==> src/lops_pkg.sv <==
/*
 * Package for the customer-side line operations block: operations channel
 * frame layout, message codes, node addresses, scrambler taps and reset timing.
 * Assumes a single 10 MHz system clock shared by every user of the package.
 */
package lops_pkg;

    // system clock
    localparam int CLK_HZ = 10000000;

    // operations channel frame: addr[11:9], msg indicator[8], info[7:0]
    localparam int FRAME_W  = 12;
    localparam int ADDR_HI  = 11;
    localparam int ADDR_LO  = 9;
    localparam int DMI_POS  = 8;
    localparam int INFO_HI  = 7;

    localparam logic [2:0] ADDR_OWN   = 3'h0;
    localparam logic [2:0] ADDR_BCAST = 3'h7;

    localparam logic [7:0] MSG_LOOP_ALL = 8'h50;
    localparam logic [7:0] MSG_LOOP_B1  = 8'h51;
    localparam logic [7:0] MSG_LOOP_B2  = 8'h52;
    localparam logic [7:0] MSG_REQ_CRC  = 8'h53;
    localparam logic [7:0] MSG_NOT_CRC  = 8'h54;
    localparam logic [7:0] MSG_NORMAL   = 8'hFF;
    localparam logic [7:0] MSG_HOLD     = 8'h00;
    localparam logic [7:0] MSG_UTC      = 8'hAA;

    // frames needed before acting
    localparam logic [1:0] REPEAT_NEED = 2'h3;

    // scrambler
    localparam int SCR_ORDER  = 23;
    localparam int TAP_TX     = 18;
    localparam int TAP_RX     = 5;
    localparam logic [22:0] SCR_SEED = 23'h000000;

    // receive-reset dwell: least time, as an exact cycle count
    localparam int RX_RESET_MS  = 40;
    localparam int RX_RESET_CYC = (RX_RESET_MS * (CLK_HZ / 1000) + 0);

    typedef enum logic [1:0] {
        LOPS_FULL_RESET,
        LOPS_ACTIVE,
        LOPS_RX_RESET
    } lops_rst_e;

    typedef struct packed {
        logic [2:0] addr;
        logic       dmi;
        logic [7:0] info;
    } lops_frame_s;

    typedef struct packed {
        logic loop_all;
        logic loop_b1;
        logic loop_b2;
        logic crc_corrupt;
        logic crc_notified;
    } lops_act_s;

endpackage

==> src/lops_scrambler.sv <==
/*
 * Self-synchronising scrambler or descrambler, 1 + x^-TAP + x^-23.
 * Assumes the caller asserts hold during frame sync word bits.
 */
`timescale 1ns/100ps

module lops_scrambler #(
    parameter int  TAP     = 18,
    parameter bit  DESCRAM = 1'b0
) (
    // clock and reset
    input  wire logic sys_clk,
    input  wire logic rst,
    // bit stream
    input  wire logic bit_en,
    input  wire logic hold,
    input  wire logic bit_in,
    output logic      bit_out
);

    typedef struct packed {
        logic [22:0] shreg;
        logic        out;
    } lops_scr_s;

    lops_scr_s state_reg;
    lops_scr_s state_next;
    logic      fb;

    always_comb begin
        // (RQ13) tap feedback
        fb         = bit_in ^ state_reg.shreg[TAP-1] ^ state_reg.shreg[lops_pkg::SCR_ORDER-1];
        state_next = state_reg;
        // (RQ17) frozen on sync word
        if (bit_en && !hold) begin
            state_next.out = fb;
            // (RQ16) descrambler shifts received line bits
            state_next.shreg = {state_reg.shreg[21:0], DESCRAM ? bit_in : fb};
        end
    end

    always_ff @(posedge sys_clk) begin
        // (RQ18) seed is never all ones
        if (rst) begin
            state_reg <= '{shreg: lops_pkg::SCR_SEED, out: 1'b0};
        end else begin
            state_reg <= state_next;
        end
    end

    assign bit_out = state_reg.out;

    // (RQ17) hold keeps state
    a_scr_hold_frozen: assert property (@(posedge sys_clk) disable iff (rst)  // (RQ17)
        (hold || !bit_en) |=> $stable(state_reg.shreg))
        else $error("scrambler advanced during hold");

    // (RQ18) no all-ones state at reset
    a_scr_seed_ok: assert property (@(posedge sys_clk)  // (RQ18)
        $fell(rst) |-> (state_reg.shreg != 23'h7FFFFF))
        else $error("scrambler seeded all ones");

endmodule

==> src/lops_core.sv <==
/*
 * Customer line terminator core: operations channel command interpreter,
 * transmit scrambler, receive descrambler, loopback selection and reset
 * sub-state control. Assumes frames, sync word timing and line bits are
 * delivered synchronous to sys_clk by framing logic outside this block.
 */
`timescale 1ns/100ps

// Functional notes
// (RQ1) accept frame only when address is own code 000 or broadcast 111
// (RQ2) unable-to-comply reply carries own address 000
// (RQ3) addresses 1 to 6 belong to repeaters; treated as foreign
// (RQ4) code 50h loops the whole 2B+D stream back to the network
// (RQ5) codes 51h, 52h loop back bearer one or two alone
// (RQ6) code FFh clears all latched actions and resets the interpreter; code clears only the actions, the repeat count is not reset
// (RQ7) code AAh replies that a valid message is unsupported
// (RQ8) code 53h sends corrupted CRC until return-to-normal
// (RQ9) code 54h notes the network sends corrupted CRC until normal
// (RQ10) hold 00h keeps everything; improper address is answered with hold
// (RQ11) non-standard code blocks must not disturb the protocol
// (RQ12) network-internal code blocks; other undefined codes reserved
// (RQ13) each direction scrambled with 23rd-order polynomial, sync word excluded
// (RQ14) network-to-customer scrambler taps 5 and 23
// (RQ15) customer-to-network scrambler taps 18 and 23
// (RQ16) receiver descrambles with the far-end transmitter polynomial
// (RQ17) scramblers hold state during the sync word
// (RQ18) scrambler register never starts all ones
// (RQ19) user bits enter the scrambler without inversion
// (RQ20) power-up enters full reset, not transmitting
// (RQ21) full reset leaves only on service request, power-up or network tone
// (RQ22) receive reset detects tone, lasts at least 40 ms, then full reset
// (RQ23) frame is 3 address bits, indicator bit, 8 info bits
// (RQ24) act only after three identical consecutive addressed frames
// (RQ25) unrecognised message answered unable-to-comply from third receipt on
// (RQ26) actions latch independently until released
// (RQ27) reserved code blocks are treated as unrecognised
module lops_core #(
    parameter int RX_RESET_CYC = lops_pkg::RX_RESET_CYC
) (
    // clock and reset
    input  wire logic                 sys_clk,
    input  wire logic                 rst,
    // operations channel, one frame each strobe
    input  wire logic                 eoc_valid,
    input  wire lops_pkg::lops_frame_s eoc_rx,
    output lops_pkg::lops_frame_s     eoc_tx,
    output lops_pkg::lops_act_s       actions,
    // line bit stream
    input  wire logic                 bit_en,
    input  wire logic                 sync_word,
    input  wire logic                 line_rx_bit,
    output logic                      line_tx_bit,
    output logic                      crc_invert,
    // user side 2B+D bits
    input  wire logic                 user_tx_bit,
    input  wire logic                 user_is_b1,
    input  wire logic                 user_is_b2,
    output logic                      user_rx_bit,
    // start-up control
    input  wire logic                 service_request,
    input  wire logic                 network_wake_tone,
    input  wire logic                 signal_lost,
    output logic                      tx_allowed,
    output logic                      customer_wake_tone,
    output lops_pkg::lops_rst_e       reset_state
);

    typedef struct packed {
        lops_pkg::lops_frame_s last;
        logic [1:0]            count;
        lops_pkg::lops_frame_s tx;
        lops_pkg::lops_act_s   act;
        lops_pkg::lops_rst_e   rs;
        logic [31:0]           timer;
        logic                  fresh;
        logic                  tone;
    } lops_core_s;

    lops_core_s state_reg;
    lops_core_s state_next;
    logic       rx_clear;
    logic       loop_bit;
    logic       scr_in;
    logic       b_sel;

    // supported message codes
    function automatic logic known_msg(input logic [7:0] c);
        known_msg = (c == lops_pkg::MSG_LOOP_ALL) || (c == lops_pkg::MSG_LOOP_B1) ||
                    (c == lops_pkg::MSG_LOOP_B2)  || (c == lops_pkg::MSG_REQ_CRC) ||
                    (c == lops_pkg::MSG_NOT_CRC)  || (c == lops_pkg::MSG_NORMAL) ||
                    (c == lops_pkg::MSG_HOLD);
    endfunction

    function automatic logic addr_ok(input logic [2:0] a);
        addr_ok = (a == lops_pkg::ADDR_OWN) || (a == lops_pkg::ADDR_BCAST);
    endfunction

    always_comb begin
        state_next = state_reg;
        if (eoc_valid) begin
            // (RQ1) address filter; (RQ3) 1..6 are foreign
            if (!addr_ok(eoc_rx.addr)) begin
                // (RQ10) improper address gets hold
                state_next.tx    = '{addr: lops_pkg::ADDR_OWN, dmi: 1'b1, info: lops_pkg::MSG_HOLD};
                state_next.count = 2'h0;
                state_next.last  = eoc_rx;
            end else begin
                // (RQ24) count identical consecutive frames
                if (eoc_rx == state_reg.last && state_reg.count != 2'h0) begin
                    if (state_reg.count != lops_pkg::REPEAT_NEED) begin
                        state_next.count = state_reg.count + 2'h1;
                    end
                end else begin
                    state_next.count = 2'h1;
                end
                state_next.last = eoc_rx;
                state_next.tx   = eoc_rx;
                if (state_next.count == lops_pkg::REPEAT_NEED) begin
                    // (RQ11) (RQ12) (RQ23) (RQ25) (RQ27) data and reserved codes unsupported
                    if (!eoc_rx.dmi || !known_msg(eoc_rx.info)) begin
                        // (RQ7) (RQ2) reply carries own address
                        state_next.tx = '{addr: lops_pkg::ADDR_OWN, dmi: 1'b1, info: lops_pkg::MSG_UTC};
                    end else begin
                        // (RQ26) actions latch independently
                        case (eoc_rx.info)
                            // (RQ4) full loopback
                            lops_pkg::MSG_LOOP_ALL: state_next.act.loop_all = 1'b1;
                            // (RQ5) single bearer loopbacks
                            lops_pkg::MSG_LOOP_B1:  state_next.act.loop_b1 = 1'b1;
                            lops_pkg::MSG_LOOP_B2:  state_next.act.loop_b2 = 1'b1;
                            // (RQ8) corrupt outgoing crc
                            lops_pkg::MSG_REQ_CRC:  state_next.act.crc_corrupt = 1'b1;
                            // (RQ9) network corrupts its crc
                            lops_pkg::MSG_NOT_CRC:  state_next.act.crc_notified = 1'b1;
                            // (RQ6) release everything
                            lops_pkg::MSG_NORMAL:   state_next.act = '0;
                            // (RQ10) hold changes nothing
                            default:                state_next.act = state_reg.act;
                        endcase
                    end
                end
            end
        end

        // reset sub-states
        state_next.tone = 1'b0;
        case (state_reg.rs)
            lops_pkg::LOPS_FULL_RESET: begin
                // (RQ21) only fresh power-up, service request or network tone
                if (network_wake_tone) begin
                    state_next.rs = lops_pkg::LOPS_ACTIVE;
                end else if (state_reg.fresh || service_request) begin
                    state_next.rs   = lops_pkg::LOPS_ACTIVE;
                    state_next.tone = 1'b1;
                end
                state_next.fresh = 1'b0;
            end
            lops_pkg::LOPS_ACTIVE: begin
                if (signal_lost) begin
                    state_next.rs    = lops_pkg::LOPS_RX_RESET;
                    state_next.timer = '0;
                end
            end
            lops_pkg::LOPS_RX_RESET: begin
                // (RQ22) tone detection only, minimum dwell
                if (network_wake_tone) begin
                    state_next.rs = lops_pkg::LOPS_ACTIVE;
                end else if (state_reg.timer >= 32'(RX_RESET_CYC - 1)) begin
                    state_next.rs = lops_pkg::LOPS_FULL_RESET;
                end else begin
                    state_next.timer = state_reg.timer + 32'h1;
                end
            end
            default: state_next.rs = lops_pkg::LOPS_FULL_RESET;
        endcase
        if (state_next.rs != lops_pkg::LOPS_ACTIVE) begin
            // losing the line drops the link, so the interpreter restarts too
            state_next.act   = '0;
            state_next.count = 2'h0;
        end
    end

    always_ff @(posedge sys_clk) begin
        // (RQ20) power-up lands in full reset
        if (rst) begin
            state_reg       <= '0;
            state_reg.rs    <= lops_pkg::LOPS_FULL_RESET;
            state_reg.fresh <= 1'b1;
            state_reg.tx    <= '{addr: lops_pkg::ADDR_OWN, dmi: 1'b1, info: lops_pkg::MSG_HOLD};
        end else begin
            state_reg <= state_next;
        end
    end

    // descrambled receive stream feeds user side and loopback
    lops_scrambler #(.TAP(lops_pkg::TAP_RX), .DESCRAM(1'b1)) u_descr (
        // (RQ14) (RQ16) network polynomial
        .sys_clk (sys_clk),
        .rst     (rst),
        .bit_en  (bit_en),
        .hold    (sync_word),
        .bit_in  (line_rx_bit),
        .bit_out (rx_clear)
    );

    assign b_sel = (state_reg.act.loop_b1 && user_is_b1) || (state_reg.act.loop_b2 && user_is_b2);
    // (RQ4) (RQ5) transparent loop selection
    assign loop_bit = (state_reg.act.loop_all || b_sel) ? rx_clear : user_tx_bit;
    // (RQ19) no inversion into scrambler
    assign scr_in = loop_bit;

    lops_scrambler #(.TAP(lops_pkg::TAP_TX), .DESCRAM(1'b0)) u_scr (
        // (RQ15) customer-to-network polynomial
        .sys_clk (sys_clk),
        .rst     (rst),
        .bit_en  (bit_en),
        .hold    (sync_word),
        .bit_in  (scr_in),
        .bit_out (line_tx_bit)
    );

    assign user_rx_bit        = rx_clear;
    assign eoc_tx             = state_reg.tx;
    assign actions            = state_reg.act;
    assign crc_invert         = state_reg.act.crc_corrupt;
    assign reset_state        = state_reg.rs;
    assign tx_allowed         = (state_reg.rs == lops_pkg::LOPS_ACTIVE);
    assign customer_wake_tone = state_reg.tone;

    // (RQ1) foreign address answered hold
    a_foreign_hold: assert property (@(posedge sys_clk) disable iff (rst)  // (RQ1) (RQ10)
        (eoc_valid && !addr_ok(eoc_rx.addr) && !signal_lost) |=>
            (eoc_tx.info == lops_pkg::MSG_HOLD && eoc_tx.addr == lops_pkg::ADDR_OWN))
        else $error("foreign frame not answered with hold");

    // (RQ2) utc reply uses own address
    a_utc_addr: assert property (@(posedge sys_clk) disable iff (rst)  // (RQ2)
        (eoc_tx.info == lops_pkg::MSG_UTC && eoc_tx.dmi) |-> eoc_tx.addr == lops_pkg::ADDR_OWN)
        else $error("unable-to-comply without own address");

    // (RQ24) no full loopback from a single frame
    a_act_needs_three: assert property (@(posedge sys_clk) disable iff (rst)  // (RQ24)
        ($rose(actions.loop_all)) |-> $past(state_reg.count) == 2'h2)
        else $error("loopback latched before third frame");

    // (RQ6) return to normal clears
    a_normal_clears: assert property (@(posedge sys_clk) disable iff (rst)  // (RQ6)
        (eoc_valid && eoc_rx.dmi && eoc_rx.info == lops_pkg::MSG_NORMAL && addr_ok(eoc_rx.addr)
            && state_reg.count == 2'h2 && eoc_rx == state_reg.last) |=> actions == '0)
        else $error("return-to-normal left an action latched");

    // (RQ8) corruption only after third request
    a_crc_follow: assert property (@(posedge sys_clk) disable iff (rst)  // (RQ8)
        $rose(crc_invert) |-> $past(eoc_valid && eoc_rx.dmi && eoc_rx.info == lops_pkg::MSG_REQ_CRC
            && state_reg.count == 2'h2))
        else $error("crc corruption without third request");

    // (RQ20) (RQ21) silent without a cause
    a_fullreset_silent: assert property (@(posedge sys_clk) disable iff (rst)  // (RQ21)
        (reset_state == lops_pkg::LOPS_FULL_RESET && !network_wake_tone && !service_request
            && !state_reg.fresh) |=> (!tx_allowed && !customer_wake_tone))
        else $error("transmitting in full reset");

    // (RQ22) no tone sent from receive reset
    a_rxreset_notone: assert property (@(posedge sys_clk) disable iff (rst)  // (RQ22)
        (reset_state == lops_pkg::LOPS_RX_RESET) |-> !customer_wake_tone && !tx_allowed)
        else $error("activity during receive reset");

    // (RQ21) tone only on request or power-up
    a_tone_cause: assert property (@(posedge sys_clk) disable iff (rst)  // (RQ21)
        $rose(customer_wake_tone) |-> ($past(service_request) || $past(state_reg.fresh)))
        else $error("wake tone without cause");

endmodule

==> config.mk <==
export PLATFORM = sky130hd
export DESIGN_NAME = lops_core
export DESIGN_NICKNAME = d
export VERILOG_FILES = /design/src/lops_pkg.sv /design/src/lops_scrambler.sv /design/src/lops_core.sv
export SDC_FILE = /design/constraint.sdc
export NUM_CORES = 1
export LEC_CHECK = 0
export ABC_CLOCK_PERIOD_IN_PS = 2590
export BUFFER_PORTS_ARGS = -buffer_cell sky130_fd_sc_hd__buf_2
export CORE_MARGIN = 2
export CORE_UTILIZATION = 35
export DETAILED_ROUTE_END_ITERATION = 7
export MAX_ROUTING_LAYER = met4
export PLACE_DENSITY_LB_ADDON = 0.12
export REMOVE_ABC_BUFFERS = 1
export SLEW_MARGIN = 0
export SYNTH_ARGS = -nofsm -noshare
export SYNTH_HDL_FRONTEND = slang
export SYNTH_SLANG_ARGS = --single-unit
==> constraint.sdc <==
create_clock -name sys_clk -period 2.59 [get_ports sys_clk]
set_input_delay 0.1295 -clock sys_clk [delete_from_list [all_inputs] [get_ports sys_clk]]
set_output_delay 0.1295 -clock sys_clk [all_outputs]
set_load 0.01 [all_outputs]
-- Word-level counts from Yosys, hierarchy flattened
Index checks and enable logic that the tools add are counted.
- output and inout port bits: 24
- input port bits: 24
- register bits: 115
- bitwise operators: 6
- reduce and logical (&&, ||, !) cells: 36
- add/sub/neg operators: 2
- equal/unequal tests: 16
- order comparisons: 1
- muxes and demuxes: 24
- operator list (kind ; number):
    $mux 32 ; 2
    $pmux 32 s2 ; 1
    $eq 8x7->1 const B ; 5
    $mux 34 ; 1
    $add 32x1->32 const B ; 1
    $ge 32x19->1 const B ; 1
    $reduce_and 5->1 ; 5
    $mux 17 ; 1
    $mux 2 ; 8
    $mux 14 ; 1
    $reduce_bool 2->1 ; 7
    $eq 12x12->1 ; 1
    $mux 12 ; 1
    $logic_or 1x1->1 ; 11
    $pmux 1 s2 ; 5
    $eq 8x8->1 const B ; 1
    $logic_not 8->1 ; 1
    $ne 2x2->1 const B ; 4
    $pmux 2 s3 ; 1
    $mux 5 ; 1
    $eq 2x2->1 const B ; 2
    $logic_and 1x1->1 ; 4
    $reduce_and 4->1 ; 1
    $xor 1x1->1 ; 4
    11 further kinds ; 15

-- Depth between registers and ports, before layout
- depth after elaboration: 12
- depth in mapped cells: 8

-- By module
Synthesis repeated with hierarchy kept, for this count alone.
- cell total of the unflattened synthesis: 560
- area, all modules: 4883.4 sq um
- by module, submodules not included (module ; cells each ; instances ; sequential area each (sq um) ; area an instance (sq um)):
    lops_core ; 352 ; 1 ; 1341.3 ; 3146.8
    lops_scrambler (u_descr) ; 107 ; 1 ; 480.5 ; 907.1
    lops_scrambler (u_scr) ; 101 ; 1 ; 460.4 ; 829.5

-- Least setup slack after synthesis
No wires, ideal clock.
- kind: reg-to-reg
- from: reg state_reg[62] (netlist name)
- to: reg state_reg (netlist bit actions[4])
- path buffers: 0
- cell stages (with the launch flop): 7
- library setup time: 115 ps
- arrival time: 1801 ps
- required time: 2475 ps
- slack: 674 ps
- period minus slack after synthesis: 1916 ps
- path through: dfxtp_1 xor2_2 or4_4 nor4b_4 and2_4 a41oi_4 o21a_1
- word-level cells in the longest chain between the ends: 7
- RTL lines (what ; RTL line ; source):
    start, declared ; lops_core.sv:79 ; lops_core_s state_reg;
    start signal, assigned ; lops_core.sv:191 ; state_reg <= state_next;
    $eq 12x12->1 ; lops_core.sv:109 ; if (eoc_rx == state_reg.last && state_reg.count != 2'h0) begin
    $logic_and 1x1->1 ; lops_core.sv:109 ;
    $mux 2 ; lops_core.sv:109 ;
    $mux 2 ; lops_core.sv:102 ; if (!addr_ok(eoc_rx.addr)) begin
    $mux 2 ; lops_core.sv:100 ; if (eoc_valid) begin
    $eq 2x2->1 ; lops_core.sv:118 ; if (state_next.count == lops_pkg::REPEAT_NEED) begin
    $reduce_and 5->1 (no line) ; - ;
Every way passes these cells. The select of a mux whose other input is x is not followed.
A chain may end at the register's enable or synchronous reset.

-- Worst setup path after layout
- from: reg state_reg[2] (netlist name)
- to: reg state_reg[12] (netlist name)
- word-level cells in the longest chain between the ends: 4
- RTL lines (what ; RTL line ; source):
    $add 32x1->32 ; lops_core.sv:171 ; state_next.timer = state_reg.timer + 32'h1;
    $mux 32 ; lops_core.sv:168 ; end else if (state_reg.timer >= 32'(RX_RESET_CYC - 1)) begin
    $mux 32 ; lops_core.sv:166 ; if (network_wake_tone) begin
    $pmux 32 s2 ; lops_core.sv:147 ; case (state_reg.rs)
Several ways; a longest one is shown, not always the timed one. The select of a mux whose other input is x is not followed.

==> flow_summary.yaml <==
worst_hold_path:
  hold_path_depth: 3
  hold_end: "state_reg[58]"
  hp-class: "in -> reg"
  hold_start: "eoc_rx[3]"
setup_path:
  crit_type: "reg -> reg"
  critPathLaunch: "state_reg[2]"
  ff2ff_setup_slack_ps: 410
  critPathRequiredTime_ps: 2840
  cp-end-kind: "flop"
  reg2reg_from: "state_reg[2]"
  cp.arrival_ps: 2430
  r2r-end: "state_reg[12]"
  start_kind: "flop"
  path_max_fanout: 19
  ff2ff_path_depth: 6
drt:
  wl_per_cell_um: 13.3
  dr.pass1.iters: 4
  drtAntennaViolNets: 0
  drt_wl_total_um: 10900
  drtIter0Drc: 331
  vias: 4158
  route.detailed.drc: 0
  avgViaCountPerCell: 5.08
timing:
  clock_skew_ps: 7.46
  finalMaxSlewViolations: 0
  worstMarginPinSlew_ps: 859
  rsz0062_at_grt: "no"
  period_minus_slack_ps: 2180
  setup_viol: 0
  final.setup.worst_slack_ps: 415
  relSlewSlack_pct: 42.7
  period_share_pct: 84.0
  hold_ws_ps: 30.3
  fmax_mhz: 460
  finalHoldViolCount: 0
cells_and_area:
  postLayoutCellArea_um2: 5970
  multi_input_area_um2: 2440
  diodes: 0
  final_nets: 651
  nFillCells: 1384
  seq_area_um2: 2280
  largest_register_ffs: 47
  area_growth_pct: 18.9
  drive_gt1_share_pct: 15.0
grt:
  grt_overflow: 0
  grt_pass1_wl_um: 18000
  grt_pass1_vias: 3771
  grt_usage_pct: 15.6
  grt_max_degree: 52
  antenna_found_initial: 0
pwr:
  p_leak_uw: 0.00215
  vdd_drop_max_v: 0.000457
  p_per_area_nw_per_um2: 784
  total_power_uw: 4680
place:
  place_ws_ps: 402
  port_buffers: 47
  dp_hpwl_um: 7220
  place_area_um2: 5290
  gp_congestion: 0.817
die:
  dieArea_um2: 15300
  core_um2: 13900
  fp.dieH_um: 124
  row_count: 43
  die_w_um: 124
  io_pins: 48
  start_util_pct: 36.0
run_status:
  outcome: "finished, final reports clean"
synthesis:
  yosys_warnings: 0
  synth_area_leader_cell: "dfxtp_1"
  ys_ff_latch: 114
  synth_cells: 600
  synthArstFlopShare_pct: 0
  synthTopCellsByArea: "dfxtp_1 45%, nand2_1 9.2%, a21oi_1 6.2%"
  synth_cell_types: 53
  synth-seq-area-share_pct: 45.4
  postSynthAreaPerCell_um2: 8.37
  synth_flop_cell: "dfxtp_1"
  syn_area_um2: 5020
  synth_edf_count: 0
  yosys.area.top_type_share_pct: 45.4
clock_network:
  clk_latency_ps: 410
  cts_sinks: 114
  cts.root.buffer_cell: "clkbuf_16"
  clk_pin_slew_ps: 50
  numCtsBuffers: 17
  cts_tree: "built"
  cts_max_path_buffers: 2
  cts_max_level: 4
job:
  cap_violations: 0
## power by group
group          switching [uW]  internal (uW)  leakage (uW)
logic                     169           99.9      0.000907
clock network             799           1810      0.000321
registers                20.6           1780      0.000923
## worst max path at each step
stage               cells after the start             to  slack [ps]
global route                            6   state_reg[5]         170
CTS                                     6  state_reg[12]         390
finish                                  6  state_reg[12]         410
floorplan                               6  state_reg[29]        -230
detailed placement                      6  state_reg[11]         400
global placement                        7   state_reg[2]         470
## cell usage in the layout, fill, tap and decap left out, types with 5 or more instances in the layout
master	count
nor2_1	45
buf_4	8
nand3_1	12
nor3b_1	5
o32ai_1	10
nor3_1	11
nand2_1	123
inv_1	9
bufinv_16	5
a311oi_1	11
dfxtp_1	114
nor4_1	8
xnor2_1	13
a21oi_1	62
nand4_1	6
o21a_1	15
nand2b_1	20
and3_1	7
o21ai_0	5
clkbuf_16	17
and2_1	8
nand3b_1	5
buf_2	46
a31oi_1	5
mux2i_1	13
## timing repair
item                                    CTS  global route
gates resized for setup                   0             0
hold buffers                              2             0
endpoints found under the setup margin    0             0
setup buffers                             0             0
endpoints found under the hold margin     2             0
## final cells by class
type,instances,area share (%)
Tap cell,180,3.77
Clock buffer,24,8.24
Inverter,9,0.566
Multi-Input combinational cell,427,40.8
Sequential cell,114,38.2
Timing Repair Buffer,57,5.53
Clock inverter,8,2.87
## layer usage
| layer | wire length [um] | global-route usage [%] |
|---|---|---|
| met1 | 5250 | 19.4 |
| met2 | 5020 | 23.9 |
| met3 | 557 | 5.04 |
| met4 | 98 | 5.61 |
| met5 | 0 | - |
## cells by family after synthesis
logic type,count (synthesis),synth area share [%]
buffers and inverters,59,6.10
muxes,13,2.59
xor gates and xnor gates,18,3.44
DFF,114,45.4
and+or+nand+nor,267,25.4
AOI/OAI and AO/OA,128,16.8
adders and majority gates,1,0.249
## critical path, cell delays in order, from the launching register on
cell      delay, ps
dfxtp_1         340
ha_1            240
nand4_1         120
o21ai_0         140
a2111o_1        580
o21ai_2         390
a311oi_1        200
## Yosys cell counts (all sizes together), types with 2 or more instances
cell type / n
inv: 9
dfxtp: 114
nor2: 45
mux2i: 13
nand4: 6
nand2b: 20
nand2: 123
a21oi: 62
nor3: 11
and2: 9
a211oi: 4
or2: 3
nor3b: 5
o32ai: 10
nor2b: 5
a21o: 2
xor2: 5
nand3: 13
xnor2: 13
a31oi: 5
a221oi: 3
nand3b: 5
o21ai: 8
a41oi: 2
buf: 27
clkbuf: 23
a311oi: 11
and3: 7
o21a: 15
nor4: 8
## per-stage QoR
step | utilization (%) | setup TNS [ps] | instances
final | 42.8 | 0 | 819
after global routing | 42.8 | 0 | 819
after CTS | 42.8 | 0 | 819
after detailed placement | 37.9 | 0 | 785
after global placement | 37.9 | 0 | 785
after floorplan | - | -826 | 550
(Power assumes the default switching activity.)
